[config.mk]
export PLATFORM = sky130hd
export DESIGN_NAME = unr_user_nvm_byte_reader
export DESIGN_NICKNAME = d
export VERILOG_FILES = /design/src/logic/unr_pkg.sv /design/src/logic/unr_aes_stage.sv /design/src/logic/unr_user_nvm_byte_reader.sv
export SDC_FILE = /design/constraint.sdc
export NUM_CORES = 2
export LEC_CHECK = 0
export ABC_AREA = 1
export BUFFER_PORTS_ARGS = -buffer_cell sky130_fd_sc_hd__buf_2
export CAP_MARGIN = 20
export CORE_UTILIZATION = 30
export CTS_BUF_LIST = sky130_fd_sc_hd__clkbuf_4 sky130_fd_sc_hd__clkbuf_8
export CTS_CLUSTER_SIZE = 28
export DETAILED_ROUTE_END_ITERATION = 8
export GPL_ROUTABILITY_DRIVEN = 0
export PLACE_DENSITY = 0.44
export SYNTH_ARGS = -nofsm -noshare
export SYNTH_HDL_FRONTEND = slang
export SYNTH_SLANG_ARGS = --single-unit
[constraint.sdc]
create_clock -name clk_in -period 46.5 [get_ports clk_in]
set_input_delay 2.325 -clock clk_in [delete_from_list [all_inputs] [get_ports clk_in]]
set_output_delay 2.325 -clock clk_in [all_outputs]
set_load 0.01 [all_outputs]
[src/logic/unr_pkg.sv]
package unr_pkg;
  localparam int unsigned BANK_COUNT  = 8;
  localparam int unsigned BANK_BITS   = 128;
  localparam int unsigned BYTE_W      = 8;
  localparam int unsigned BYTES_BANK  = 16;
  localparam int unsigned ADDR_W      = 7;
  localparam int unsigned BANK_SEL_W  = 3;
  localparam int unsigned BYTE_SEL_W  = 4;
  localparam int unsigned BANK_SEL_LO = 4;
  localparam int unsigned STORE_BITS  = BANK_COUNT * BANK_BITS;
  localparam logic [7:0]  BYTE_RESET  = 8'h00;
  localparam logic [BANK_BITS-1:0] BANK_RESET = 128'h0;

  typedef enum logic [2:0] {
    UNR_IDLE   = 3'h1,
    UNR_SHIFT  = 3'h2,
    UNR_COMMIT = 3'h4
  } unr_prog_state_t;

  function automatic logic [2:0] unr_bank_of(input logic [6:0] addr);
    return addr[BANK_SEL_LO +: BANK_SEL_W];
  endfunction

  function automatic logic [3:0] unr_byte_of(input logic [6:0] addr);
    return addr[BYTE_SEL_W-1:0];
  endfunction
endpackage

[src/logic/unr_aes_stage.sv]
`timescale 1ns/1ns
// Stand-in key-stream stage: XOR with a key word. A real AES core replaces it
// with the same one-cycle handshake; only the load path uses it.
module unr_aes_stage
  import unr_pkg::*;
(
  input  wire logic                 clk_in,
  input  wire logic                 rst_in,
  input  wire logic                 bypass_in,
  input  wire logic [BANK_BITS-1:0] key_in,
  input  wire logic [BANK_BITS-1:0] data_in,
  output logic      [BANK_BITS-1:0] data_out
);
  typedef struct packed {
    logic [BANK_BITS-1:0] data;
  } unr_aes_st_t;

  unr_aes_st_t st_reg;
  unr_aes_st_t st_next;

  always_comb begin
    st_next.data = bypass_in ? data_in : (data_in ^ key_in);
  end

  always_ff @(posedge clk_in or posedge rst_in) begin
    if (rst_in) begin
      st_reg <= '0;
    end else begin
      st_reg <= st_next;
    end
  end

  assign data_out = st_reg.data;
endmodule // unr_aes_stage

[src/logic/unr_user_nvm_byte_reader.sv]
`timescale 1ns/1ns
// Storage here is flip-flops standing in for the nonvolatile array; retention
// across power loss belongs to the cell technology, not to this logic.
// Limitation: reset clears the array, which a real part would keep.
module unr_user_nvm_byte_reader
  import unr_pkg::*;
(
  input  wire logic                  clk_in,
  input  wire logic                  rst_in,
  // Core read port, same clock as the requester
  input  wire logic                  rd_en_in,
  input  wire logic [ADDR_W-1:0]     rd_addr_in,
  output logic      [BYTE_W-1:0]     rd_data_out,
  output logic                       rd_valid_out,
  // Programming port, driven by the JTAG controller
  input  wire logic                  jt_erase_in,
  input  wire logic                  jt_load_in,
  input  wire logic [BANK_SEL_W-1:0] jt_bank_in,
  input  wire logic [BANK_BITS-1:0]  jt_data_in,
  input  wire logic                  jt_decrypt_in,
  input  wire logic [BANK_BITS-1:0]  jt_key_in,
  input  wire logic                  jt_rd_in,
  output logic      [BANK_BITS-1:0]  jt_rd_data_out,
  output logic                       jt_busy_out
);
  typedef struct packed {
    logic [BANK_COUNT-1:0][BANK_BITS-1:0] store;
    logic [BYTE_W-1:0]                    rd_data;
    logic                                 rd_valid;
    logic [BANK_BITS-1:0]                 jt_rd_data;
    unr_prog_state_t                      prog;
    logic [BANK_SEL_W-1:0]                prog_bank;
    logic                                 prog_erase;
    logic                                 busy;
  } unr_st_t;

  unr_st_t              st_reg;
  unr_st_t              st_next;
  logic [BANK_BITS-1:0] dec_data;

  unr_aes_stage u_aes (
    .clk_in    (clk_in),
    .rst_in    (rst_in),
    .bypass_in (~jt_decrypt_in),
    .key_in    (jt_key_in),
    .data_in   (jt_data_in),
    .data_out  (dec_data)
  );

  always_comb begin
    st_next = st_reg;
    // Core read: one byte, bank from high bits, byte from low bits
    if (rd_en_in) begin
      st_next.rd_data = st_reg.store[unr_bank_of(rd_addr_in)]
                          [unr_byte_of(rd_addr_in)*BYTE_W +: BYTE_W];
    end
    st_next.rd_valid = rd_en_in;
    // JTAG readback of a whole bank
    if (jt_rd_in) begin
      st_next.jt_rd_data = st_reg.store[jt_bank_in];
    end
    // Programming sequencer; the only writer of the array
    case (st_reg.prog)
      UNR_IDLE: begin
        if (jt_erase_in || jt_load_in) begin
          st_next.prog       = UNR_SHIFT;
          st_next.prog_bank  = jt_bank_in;
          st_next.prog_erase = jt_erase_in;
        end
      end
      UNR_SHIFT: begin
        // Waits one cycle so the decrypt stage output is settled
        st_next.prog = UNR_COMMIT;
      end
      UNR_COMMIT: begin
        // Whole bank at once: the array has no byte-wide write path
        if (st_reg.prog_erase) begin
          st_next.store[st_reg.prog_bank] = BANK_RESET;
        end else begin
          st_next.store[st_reg.prog_bank] = dec_data;
        end
        st_next.prog = UNR_IDLE;
      end
      default: begin
        st_next.prog = UNR_IDLE;
      end
    endcase
    // Busy has its own flop so the pin carries no decode glitch
    st_next.busy = (st_next.prog != UNR_IDLE);
  end

  always_ff @(posedge clk_in or posedge rst_in) begin
    if (rst_in) begin
      st_reg.store      <= '0;
      st_reg.rd_data    <= BYTE_RESET;
      st_reg.rd_valid   <= 1'b0;
      st_reg.jt_rd_data <= BANK_RESET;
      st_reg.prog       <= UNR_IDLE;
      st_reg.prog_bank  <= '0;
      st_reg.prog_erase <= 1'b0;
      st_reg.busy       <= 1'b0;
    end else begin
      st_reg <= st_next;
    end
  end

  assign rd_data_out    = st_reg.rd_data;
  assign rd_valid_out   = st_reg.rd_valid;
  assign jt_rd_data_out = st_reg.jt_rd_data;
  assign jt_busy_out    = st_reg.busy;

  a_read_latency: assert property (@(posedge clk_in) disable iff (rst_in)
    rd_en_in && st_reg.prog == UNR_IDLE |=> rd_data_out ==
      $past(st_reg.store[unr_bank_of(rd_addr_in)][unr_byte_of(rd_addr_in)*BYTE_W +: BYTE_W]))
    else $error("read byte wrong one cycle after address");

  a_read_hold: assert property (@(posedge clk_in) disable iff (rst_in)
    !rd_en_in |=> $stable(rd_data_out))
    else $error("read byte changed without a new address");

  a_valid_pulse: assert property (@(posedge clk_in) disable iff (rst_in)
    rd_en_in |=> rd_valid_out)
    else $error("read valid missing after access");

  a_no_core_write: assert property (@(posedge clk_in) disable iff (rst_in)
    st_reg.prog == UNR_IDLE && !jt_erase_in && !jt_load_in |=> $stable(st_reg.store))
    else $error("store altered without a programming request");

  a_erase_clears: assert property (@(posedge clk_in) disable iff (rst_in)
    st_reg.prog == UNR_COMMIT && st_reg.prog_erase |=>
      st_reg.store[$past(st_reg.prog_bank)] == BANK_RESET)
    else $error("erased bank not cleared");

  a_prog_seq: assert property (@(posedge clk_in) disable iff (rst_in)
    st_reg.prog == UNR_IDLE && (jt_erase_in || jt_load_in) |=>
      st_reg.prog == UNR_SHIFT ##1 st_reg.prog == UNR_COMMIT ##1 st_reg.prog == UNR_IDLE)
    else $error("programming sequence out of order");

  a_jtag_rdback: assert property (@(posedge clk_in) disable iff (rst_in)
    jt_rd_in && st_reg.prog == UNR_IDLE |=> jt_rd_data_out == $past(st_reg.store[jt_bank_in]))
    else $error("jtag readback wrong");

  a_busy_flag: assert property (@(posedge clk_in) disable iff (rst_in)
    jt_load_in && !jt_busy_out |=> jt_busy_out [*2] ##1 !jt_busy_out)
    else $error("busy not held for two cycles");

  // Read port: one byte per access, answered one cycle later
  a_valid_idle: assert property (@(posedge clk_in) disable iff (rst_in)
    !rd_en_in
    |=> !rd_valid_out)
    else $error("read valid without an access");

  a_read_any: assert property (@(posedge clk_in) disable iff (rst_in)
    rd_en_in
    |=> rd_data_out == $past(st_reg.store[rd_addr_in[ADDR_W-1:BANK_SEL_LO]]
      [rd_addr_in[BYTE_SEL_W-1:0]*BYTE_W +: BYTE_W]))
    else $error("read byte not taken from the addressed bank and byte");

  // Programming port: whole banks, only from the programming side
  a_commit_only: assert property (@(posedge clk_in) disable iff (rst_in)
    st_reg.prog != UNR_COMMIT
    |=> $stable(st_reg.store))
    else $error("store written outside the commit step");

  a_load_writes: assert property (@(posedge clk_in) disable iff (rst_in)
    st_reg.prog == UNR_COMMIT && !st_reg.prog_erase
    |=> st_reg.store[$past(st_reg.prog_bank)] == $past(dec_data))
    else $error("loaded bank does not hold the load data");

  a_decrypt_on: assert property (@(posedge clk_in) disable iff (rst_in)
    jt_decrypt_in
    |=> dec_data == $past(jt_data_in ^ jt_key_in))
    else $error("decrypt stage output wrong");

  a_decrypt_off: assert property (@(posedge clk_in) disable iff (rst_in)
    !jt_decrypt_in
    |=> dec_data == $past(jt_data_in))
    else $error("bypassed load data altered");

  a_jtag_hold: assert property (@(posedge clk_in) disable iff (rst_in)
    !jt_rd_in
    |=> $stable(jt_rd_data_out))
    else $error("readback word changed without a request");

  a_jtag_any: assert property (@(posedge clk_in) disable iff (rst_in)
    jt_rd_in
    |=> jt_rd_data_out == $past(st_reg.store[jt_bank_in]))
    else $error("readback word not the addressed bank");

  a_busy_erase: assert property (@(posedge clk_in) disable iff (rst_in)
    jt_erase_in && !jt_busy_out
    |=> jt_busy_out [*2] ##1 !jt_busy_out)
    else $error("busy not held for two cycles on erase");

  a_busy_refuse: assert property (@(posedge clk_in) disable iff (rst_in)
    jt_busy_out && (jt_erase_in || jt_load_in)
    |=> st_reg.prog != UNR_SHIFT)
    else $error("start accepted while busy");

  a_erase_wins: assert property (@(posedge clk_in) disable iff (rst_in)
    jt_erase_in && !jt_busy_out
    |=> st_reg.prog_erase)
    else $error("erase request not taken as erase");

  a_load_only: assert property (@(posedge clk_in) disable iff (rst_in)
    jt_load_in && !jt_erase_in && !jt_busy_out
    |=> !st_reg.prog_erase)
    else $error("load request taken as erase");

  a_bank_taken: assert property (@(posedge clk_in) disable iff (rst_in)
    (jt_erase_in || jt_load_in) && !jt_busy_out
    |=> st_reg.prog_bank == $past(jt_bank_in))
    else $error("programmed bank is not the requested one");

  a_idle_quiet: assert property (@(posedge clk_in) disable iff (rst_in)
    !jt_busy_out && !jt_erase_in && !jt_load_in
    |=> !jt_busy_out)
    else $error("busy raised without a programming request");

  a_commit_ends: assert property (@(posedge clk_in) disable iff (rst_in)
    st_reg.prog == UNR_COMMIT
    |=> !jt_busy_out)
    else $error("busy still high after the commit step");
endmodule // unr_user_nvm_byte_reader

## Word-level counts from Yosys, hierarchy flattened

Cells that the tools add are included.

- Shift-type cells: 1
- Order comparisons: 4
- Bitwise logic cells: 3
- Multiplexer cells: 11
- Eq/ne operators: 4
- Reduce and logical (&&, ||, !) cells: 3

Operators by type and width:

| operator | count |
|---|---|
| 1024-bit bitwise AND | 1 |
| 1024-bit bitwise mux | 1 |
| 1024-bit two-way mux | 1 |
| 1024-bit NOT | 1 |
| 128-bit binary-select mux with 3-bit select | 2 |
| 128-bit two-way mux | 4 |
| 128-bit demux with 3-bit select | 1 |
| 128-bit by 8-bit indexed part select with 8-bit output | 1 |
| 128-bit bitwise XOR | 1 |
| 3-bit by 4-bit < comparator with 1-bit output, second input constant | 3 |
| 7-bit two-way mux | 1 |
| 3-bit one-hot mux with 2 select lines | 1 |
| 3-bit by 1-bit equality test with 1-bit output, second input constant | 1 |
| 3-bit by 2-bit equality test with 1-bit output, second input constant | 1 |
| 3-bit equality test, second input constant | 1 |
| 3-bit by 1-bit greater-or-equal comparator with 1-bit output, second input constant | 1 |
| 3-bit by 1-bit != test with 1-bit output, second input constant | 1 |
| 2-bit AND reduction | 1 |
| 1-bit logical AND | 1 |
| 1-bit logical OR | 1 |

- Output and inout port bits: 138
- Register bits: 1297

## Logic depth before layout (Yosys ltp)

- Depth after elaboration: 7
- Depth in mapped cells: 15
- Mapped depth without buffers: 11

## Cells and area by module

From an unflattened synthesis, not the netlist that was laid out.

- Cell total of the unflattened synthesis: 8969
- Area, all modules: 69666.8 um2

Modules (own cells, without submodules):

| module | times used | cells an instance | area each (um2) | seq. area each (um2) |
|---|---|---|---|---|
| unr_user_nvm_byte_reader | 1 | 8043 | 63160.6 | 29254.3 |
| unr_aes_stage | 1 | 926 | 6506.2 | 3203.1 |

## Least setup slack after synthesis

Ideal clock, no wire load.

- Kind: input-to-reg
- From: in rd_addr_in[4]
- To: reg st_reg, in the netlist rd_data_out[5]
- Setup slack: 42.801 ns
- Stages on the path: 14
- Data arrival time: 3.634 ns
- Cell sequence: buf_2 > buf_4 > buf_4 > clkbuf_1 > nand2_1 > nand3_1 > nand3_1 > nand3_1 > nand3_1 > nand2_1 > nand2_1 > nand3_1 > nand3_1 > nand2_1

- Cells in the longest elaborated chain, start to end: 3

Ends and longest elaborated chain:

| item | RTL line | RTL |
|---|---|---|
| start: declaration | unr_user_nvm_byte_reader.sv:12 | `input wire logic [ADDR_W-1:0] rd_addr_in,` |
| 128-bit binary-select mux with 3-bit select | unr_user_nvm_byte_reader.sv:54 | `st_next.rd_data = st_reg.store[unr_bank_of(rd_addr_in)]` |
| 128-bit two-way mux (implied by the code) | unr_user_nvm_byte_reader.sv:54 |  |
| 128-bit by 8-bit indexed part select with 8-bit output | unr_user_nvm_byte_reader.sv:54 |  |
| end signal: assignment | unr_user_nvm_byte_reader.sv:103 | `st_reg <= st_next;` |
| end: declaration | unr_user_nvm_byte_reader.sv:37 | `unr_st_t st_reg;` |

Every way passes these cells. The select of a mux whose other input is x is not followed.
A chain may end at the register's enable or synchronous reset.

## Final worst setup path

- From: in jt_bank_in[0]
- To: reg st_reg, in the netlist jt_rd_data_out[49]

- Cells in the longest elaborated chain, start to end: 2

Ends and longest elaborated chain:

| item | RTL line | RTL |
|---|---|---|
| start: declaration | unr_user_nvm_byte_reader.sv:18 | `input wire logic [BANK_SEL_W-1:0] jt_bank_in,` |
| 128-bit binary-select mux with 3-bit select | unr_user_nvm_byte_reader.sv:60 | `st_next.jt_rd_data = st_reg.store[jt_bank_in];` |
| 128-bit two-way mux (implied by the code) | unr_user_nvm_byte_reader.sv:60 |  |

Every way passes these cells. The select of a mux whose other input is x is not followed.

==> Implementation_results.wiki <==
{| class="wikitable"
! Metric !! Value
|-
| Run status || completed
|-
| Class of the most critical setup path || input port to flip-flop
|-
| Fraction of layout instances using a drive strength above 1 || 15.8%
|-
| Startpoint Class || input port
|-
| Final hold violation count || 0
|-
| Leading cell types by total area after synthesis || sky130_fd_sc_hd__dfrtp_1 47%, sky130_fd_sc_hd__nand3_1 9.7%, sky130_fd_sc_hd__nand2_1 9.2%
|-
| Placed Instance Area || 71,900 um2
|-
| Clk Tree Root Cell || sky130_fd_sc_hd__clkbuf_8
|-
| Total of fill cells in the finished design || 23.9k
|-
| Synthesized-area fraction occupied by xor and xnor cells || 1.63%
|-
| Top Layer Used || met4
|-
| Clock latency on the worst-skew pair || 1.02 ns
|-
| Final worst path period share || 13.0%
|-
| TritonCTS sink count || 1,297
|-
| Number of top-level pins || 411
|-
| Routed metal-1 wirelength || 121,000 um
|-
| Cell-internal power || 2.40 mW
|-
| Via count of the first global-routing pass || 59.1k
|-
| Count of distinct cell types in the synthesized netlist || 25
|-
| Antenna violation net count after detailed routing || 0
|-
| Tot Pwr || 3.67 mW
|-
| Met3 wirelength from detailed routing || 16,200 um
|-
| Multiplexer area fraction after synthesis || 7.59%
|-
| Initial Util || 30.2%
|-
| Vias per cell || 5.14
|-
| Area growth from synthesis to final layout || 12.4%
|-
| Largest area contributor in the netlist || sky130_fd_sc_hd__dfrtp_1
|-
| Sort of element at the end of the critical path || flip-flop
|-
| Width of the chip || 481 um
|-
| CTS tree || built
|-
| Number of instances in the synthesized netlist || 8,560
|-
| Sequential share of power || 43.8%
|-
| Max FFs per register || 1,031
|-
| Number of iterations in the first detailed-routing pass || 9
|-
| Final worst path period need || 6.04 ns
|-
| Synthesized cell area || 68,700 um2
|-
| Fraction of post-synthesis cell area in the top cell type by area || 47.2%
|-
| Final design instance area without fill || 77,200 um2
|-
| Mapped Nets || 8,833
|-
| Gr ovfl total || 0
|-
| Core Box Area || 227,000 um2
|-
| Synth top cells by count || 1,675 x sky130_fd_sc_hd__nand2_1, 1,335 x sky130_fd_sc_hd__nand3_1, 1,296 x sky130_fd_sc_hd__dfrtp_1
|-
| Max Clk Rate || 166 MHz
|-
| Cell repeated most along the worst path || sky130_fd_sc_hd__buf_4
|-
| Least setup slack across all paths after layout || 40.46 ns
|-
| Average wire length per cell after detail routing || 22.6 um
|-
| First-pass GRT wire length || 396,000 um
|-
| Hold Crit Class || flip-flop to flip-flop
|-
| Net switching power || 1.27 mW
|-
| H-Tree Depth || 4
|-
| Post-synthesis share of cell area spent on and, or, nand and nor gates || 19.8%
|-
| Leakage power || 35.1 nW
|-
| Main flop type after synthesis || sky130_fd_sc_hd__dfrtp_1
|-
| Syn Area/Cell || 8.03 um2
|-
| Die ar. || 231,000 um2
|-
| Worst path bufs/invs || 6
|-
| Largest clock skew in the final design || 0.0681 ns
|-
| Max_cap viols || 0
|-
| Total number of yosys warnings || 0
|-
| Vias after detailed routing || 60.3k
|-
| Comb pwr share || 23.2%
|-
| Worst-margin pin slew || 1.13 ns
|-
| Met2 wirelength from detailed routing || 121,000 um
|-
| Post-Synth Adder-Cell Area || 0%
|-
| Flop-to-flop setup slack || 42.64 ns
|-
| CTS max path bufs || 3
|-
| Worst-path maximum fanout || 114
|-
| Switching share of power || 34.6%
|-
| Cts-stage hold buffer count || 0
|-
| Number of antenna violations at the first check in global routing || 14
|-
| Final setup violation count || 0
|-
| Sum of routed wire length over all layers || 266,000 um
|-
| Number of nets in the finished design || 8,803
|-
| Crit-path max cell delay || 0.88 ns
|-
| Max VDD drop || 25.0 uV
|-
| Pin count of the biggest net entering global routing || 185
|-
| Fraction of synthesis flops using an asynchronous set or reset pin || 100%
|-
| Drc violations || 0
|-
| Critical Path Slowest Stage Cell || sky130_fd_sc_hd__buf_4
|-
| HPWL after detailed placement || 144,000 um
|-
| Number of instances resized during post-cts repair || 0
|-
| Worst setup slack before clock tree synthesis || 39.49 ns
|-
| Clock transition at the register clock pins on the worst setup and hold paths after CTS || 0.06 ns
|-
| Number of buffers created by CTS || 238
|-
| Most common cell in the synthesized netlist || sky130_fd_sc_hd__nand2_1
|-
| Power per cell area || 47.5 nW/um2
|-
| Site row count || 175
|-
| Number of buffers inserted to repair setup after CTS || 0
|-
| Data required time at the worst endpoint || 47.34 ns
|-
| Max-slew violation count || 0
|-
| List of cells traversed by the critical path || buf_8 -> inv_8 -> buf_16 -> buf_4 -> buf_4 -> buf_4 -> a21oi_1 -> o21ai_0 -> nand3_1 -> nand3_1 -> o21ai_0
|-
| RSZ-0062 raised after global routing || no
|-
| Sequential-to-total area share from yosys stat || 47.2%
|-
| Number of I/O port buffers || 410
|-
| #FFs+latches synth || 1,297
|-
| Worst rel slew slack || 24.7%
|-
| Arr. time, crit path || 6.88 ns
|-
| Height of the die || 481 um
|-
| Total negative slack || 0 ns
|-
| Iter 0 DRT Violations || 5,757
|-
| Number of enable flip-flop cells after synthesis || 0
|-
| Dominant combinational cell family by area after synthesis || simple AND/OR/NAND/NOR gates
|-
| Portion of total power attributed to the clock network || 33.1%
|-
| Dominant delay contributor by cell family on the critical path || buffers and inverters
|-
| Tot GR Track Use || 22.7%
|-
| Compound-gate portion of the synthesized area || 13.1%
|}
cell usage in the layout, fill, tap and decap left out, types with 3 or more instances in the layout:
master / Yosys / final
sky130_fd_sc_hd__buf_16: 0 / 3
sky130_fd_sc_hd__a21oi_1: 545 / 545
sky130_fd_sc_hd__o21ai_0: 1174 / 1174
sky130_fd_sc_hd__dfrtp_1: 1296 / 1295
sky130_fd_sc_hd__clkinv_2: 0 / 7
sky130_fd_sc_hd__buf_12: 0 / 13
sky130_fd_sc_hd__mux2_2: 422 / 422
sky130_fd_sc_hd__diode_2: 0 / 13
sky130_fd_sc_hd__buf_4: 156 / 85
sky130_fd_sc_hd__inv_6: 0 / 5
sky130_fd_sc_hd__nand2_1: 1675 / 1675
sky130_fd_sc_hd__buf_2: 144 / 401
sky130_fd_sc_hd__nand3_1: 1335 / 1335
sky130_fd_sc_hd__mux2_1: 41 / 41
sky130_fd_sc_hd__o22ai_1: 64 / 64
sky130_fd_sc_hd__nor2_1: 121 / 121
sky130_fd_sc_hd__inv_12: 0 / 3
sky130_fd_sc_hd__clkbuf_4: 0 / 92
sky130_fd_sc_hd__buf_8: 0 / 5
sky130_fd_sc_hd__inv_8: 0 / 6
sky130_fd_sc_hd__clkbuf_8: 0 / 313
sky130_fd_sc_hd__xor2_1: 128 / 128
sky130_fd_sc_hd__nor4_4: 4 / 6
sky130_fd_sc_hd__inv_1: 958 / 954
sky130_fd_sc_hd__buf_6: 0 / 3
worst paths after layout:
kind,end,startpoint,depth (start not counted)
max in group asynchronous,jt_rd_data_out[18]$_DFFE_PP0P_,rst_in,6
setup / recovery,jt_rd_data_out[49]$_DFFE_PP0P_,jt_bank_in[0],11
min in group asynchronous,u_aes.data_out[91]$_DFF_PP0_,rst_in,2
hold / removal,rd_data_out[2]$_DFFE_PP0P_,rd_data_out[2]$_DFFE_PP0P_,2
hold reg to reg,rd_data_out[2]$_DFFE_PP0P_,rd_data_out[2]$_DFFE_PP0P_,2
setup reg to reg,st_reg[838]$_DFFE_PP0P_,st_reg[2]$_DFFE_PP0P_,6
per-layer routing:
layer,GRT usage [%],vias up
met1,31.5,29700
met2,36.2,2227
met3,3.21,450
met5,0,-
met4,7.24,0
li1,-,27900
layout make-up:
| type | count | area, um2 | share of cell area [%] |
|---|---|---|---|
| well taps | 3009 | 3760 | 4.88 |
| inverters | 965 | 3670 | 4.76 |
| flip-flops and latches | 1297 | 32500 | 42.0 |
| multi-input cells | 5518 | 29000 | 37.5 |
| clock inverters | 20 | 228 | 0.295 |
| clock buffers | 405 | 5000 | 6.47 |
| repair buffers | 510 | 3100 | 4.01 |
| diodes | 13 | 32.5 | 0.0421 |
power by group through the flow:
stage               clock network (mW)  logic (mW)  registers [mW]
global placement                     0       0.838            1.61
detailed placement                   0       0.851            1.62
global route                      1.29       0.958            1.64
floorplan                            0       0.626            1.56
CTS                               1.25       0.854            1.60
finish                            1.21       0.849            1.60
through the flow:
stage | hold slack (ns) | util, % | instances
2_1_floorplan | 0.450 | - | 8560
3_3_place_gp | 0.473 | 31.6 | 11300
3_5_place_dp | 0.482 | 31.6 | 11300
4_1_cts | 0.506 | 33.9 | 11700
5_1_grt | 0.531 | 33.9 | 11700
6_report | 0.500 | 33.9 | 11700
worst reg2reg max path, delay by kind of cell, from the launching register on:
kind            cells  cell delay, ns
compound gates      1            0.23
buf+inv             4            2.59
flops               1            0.59
simple gates        1            0.31
cells by family after synthesis:
group / count (synthesis)
AND/OR/NAND/NOR: 3143
AO/OA/AOI/OAI: 1784
buffers and inverters: 1745
flip-flops: 1297
multiplexers: 463
XOR/XNOR: 128
No activity file was read; power rests on OpenSTA's default activity.
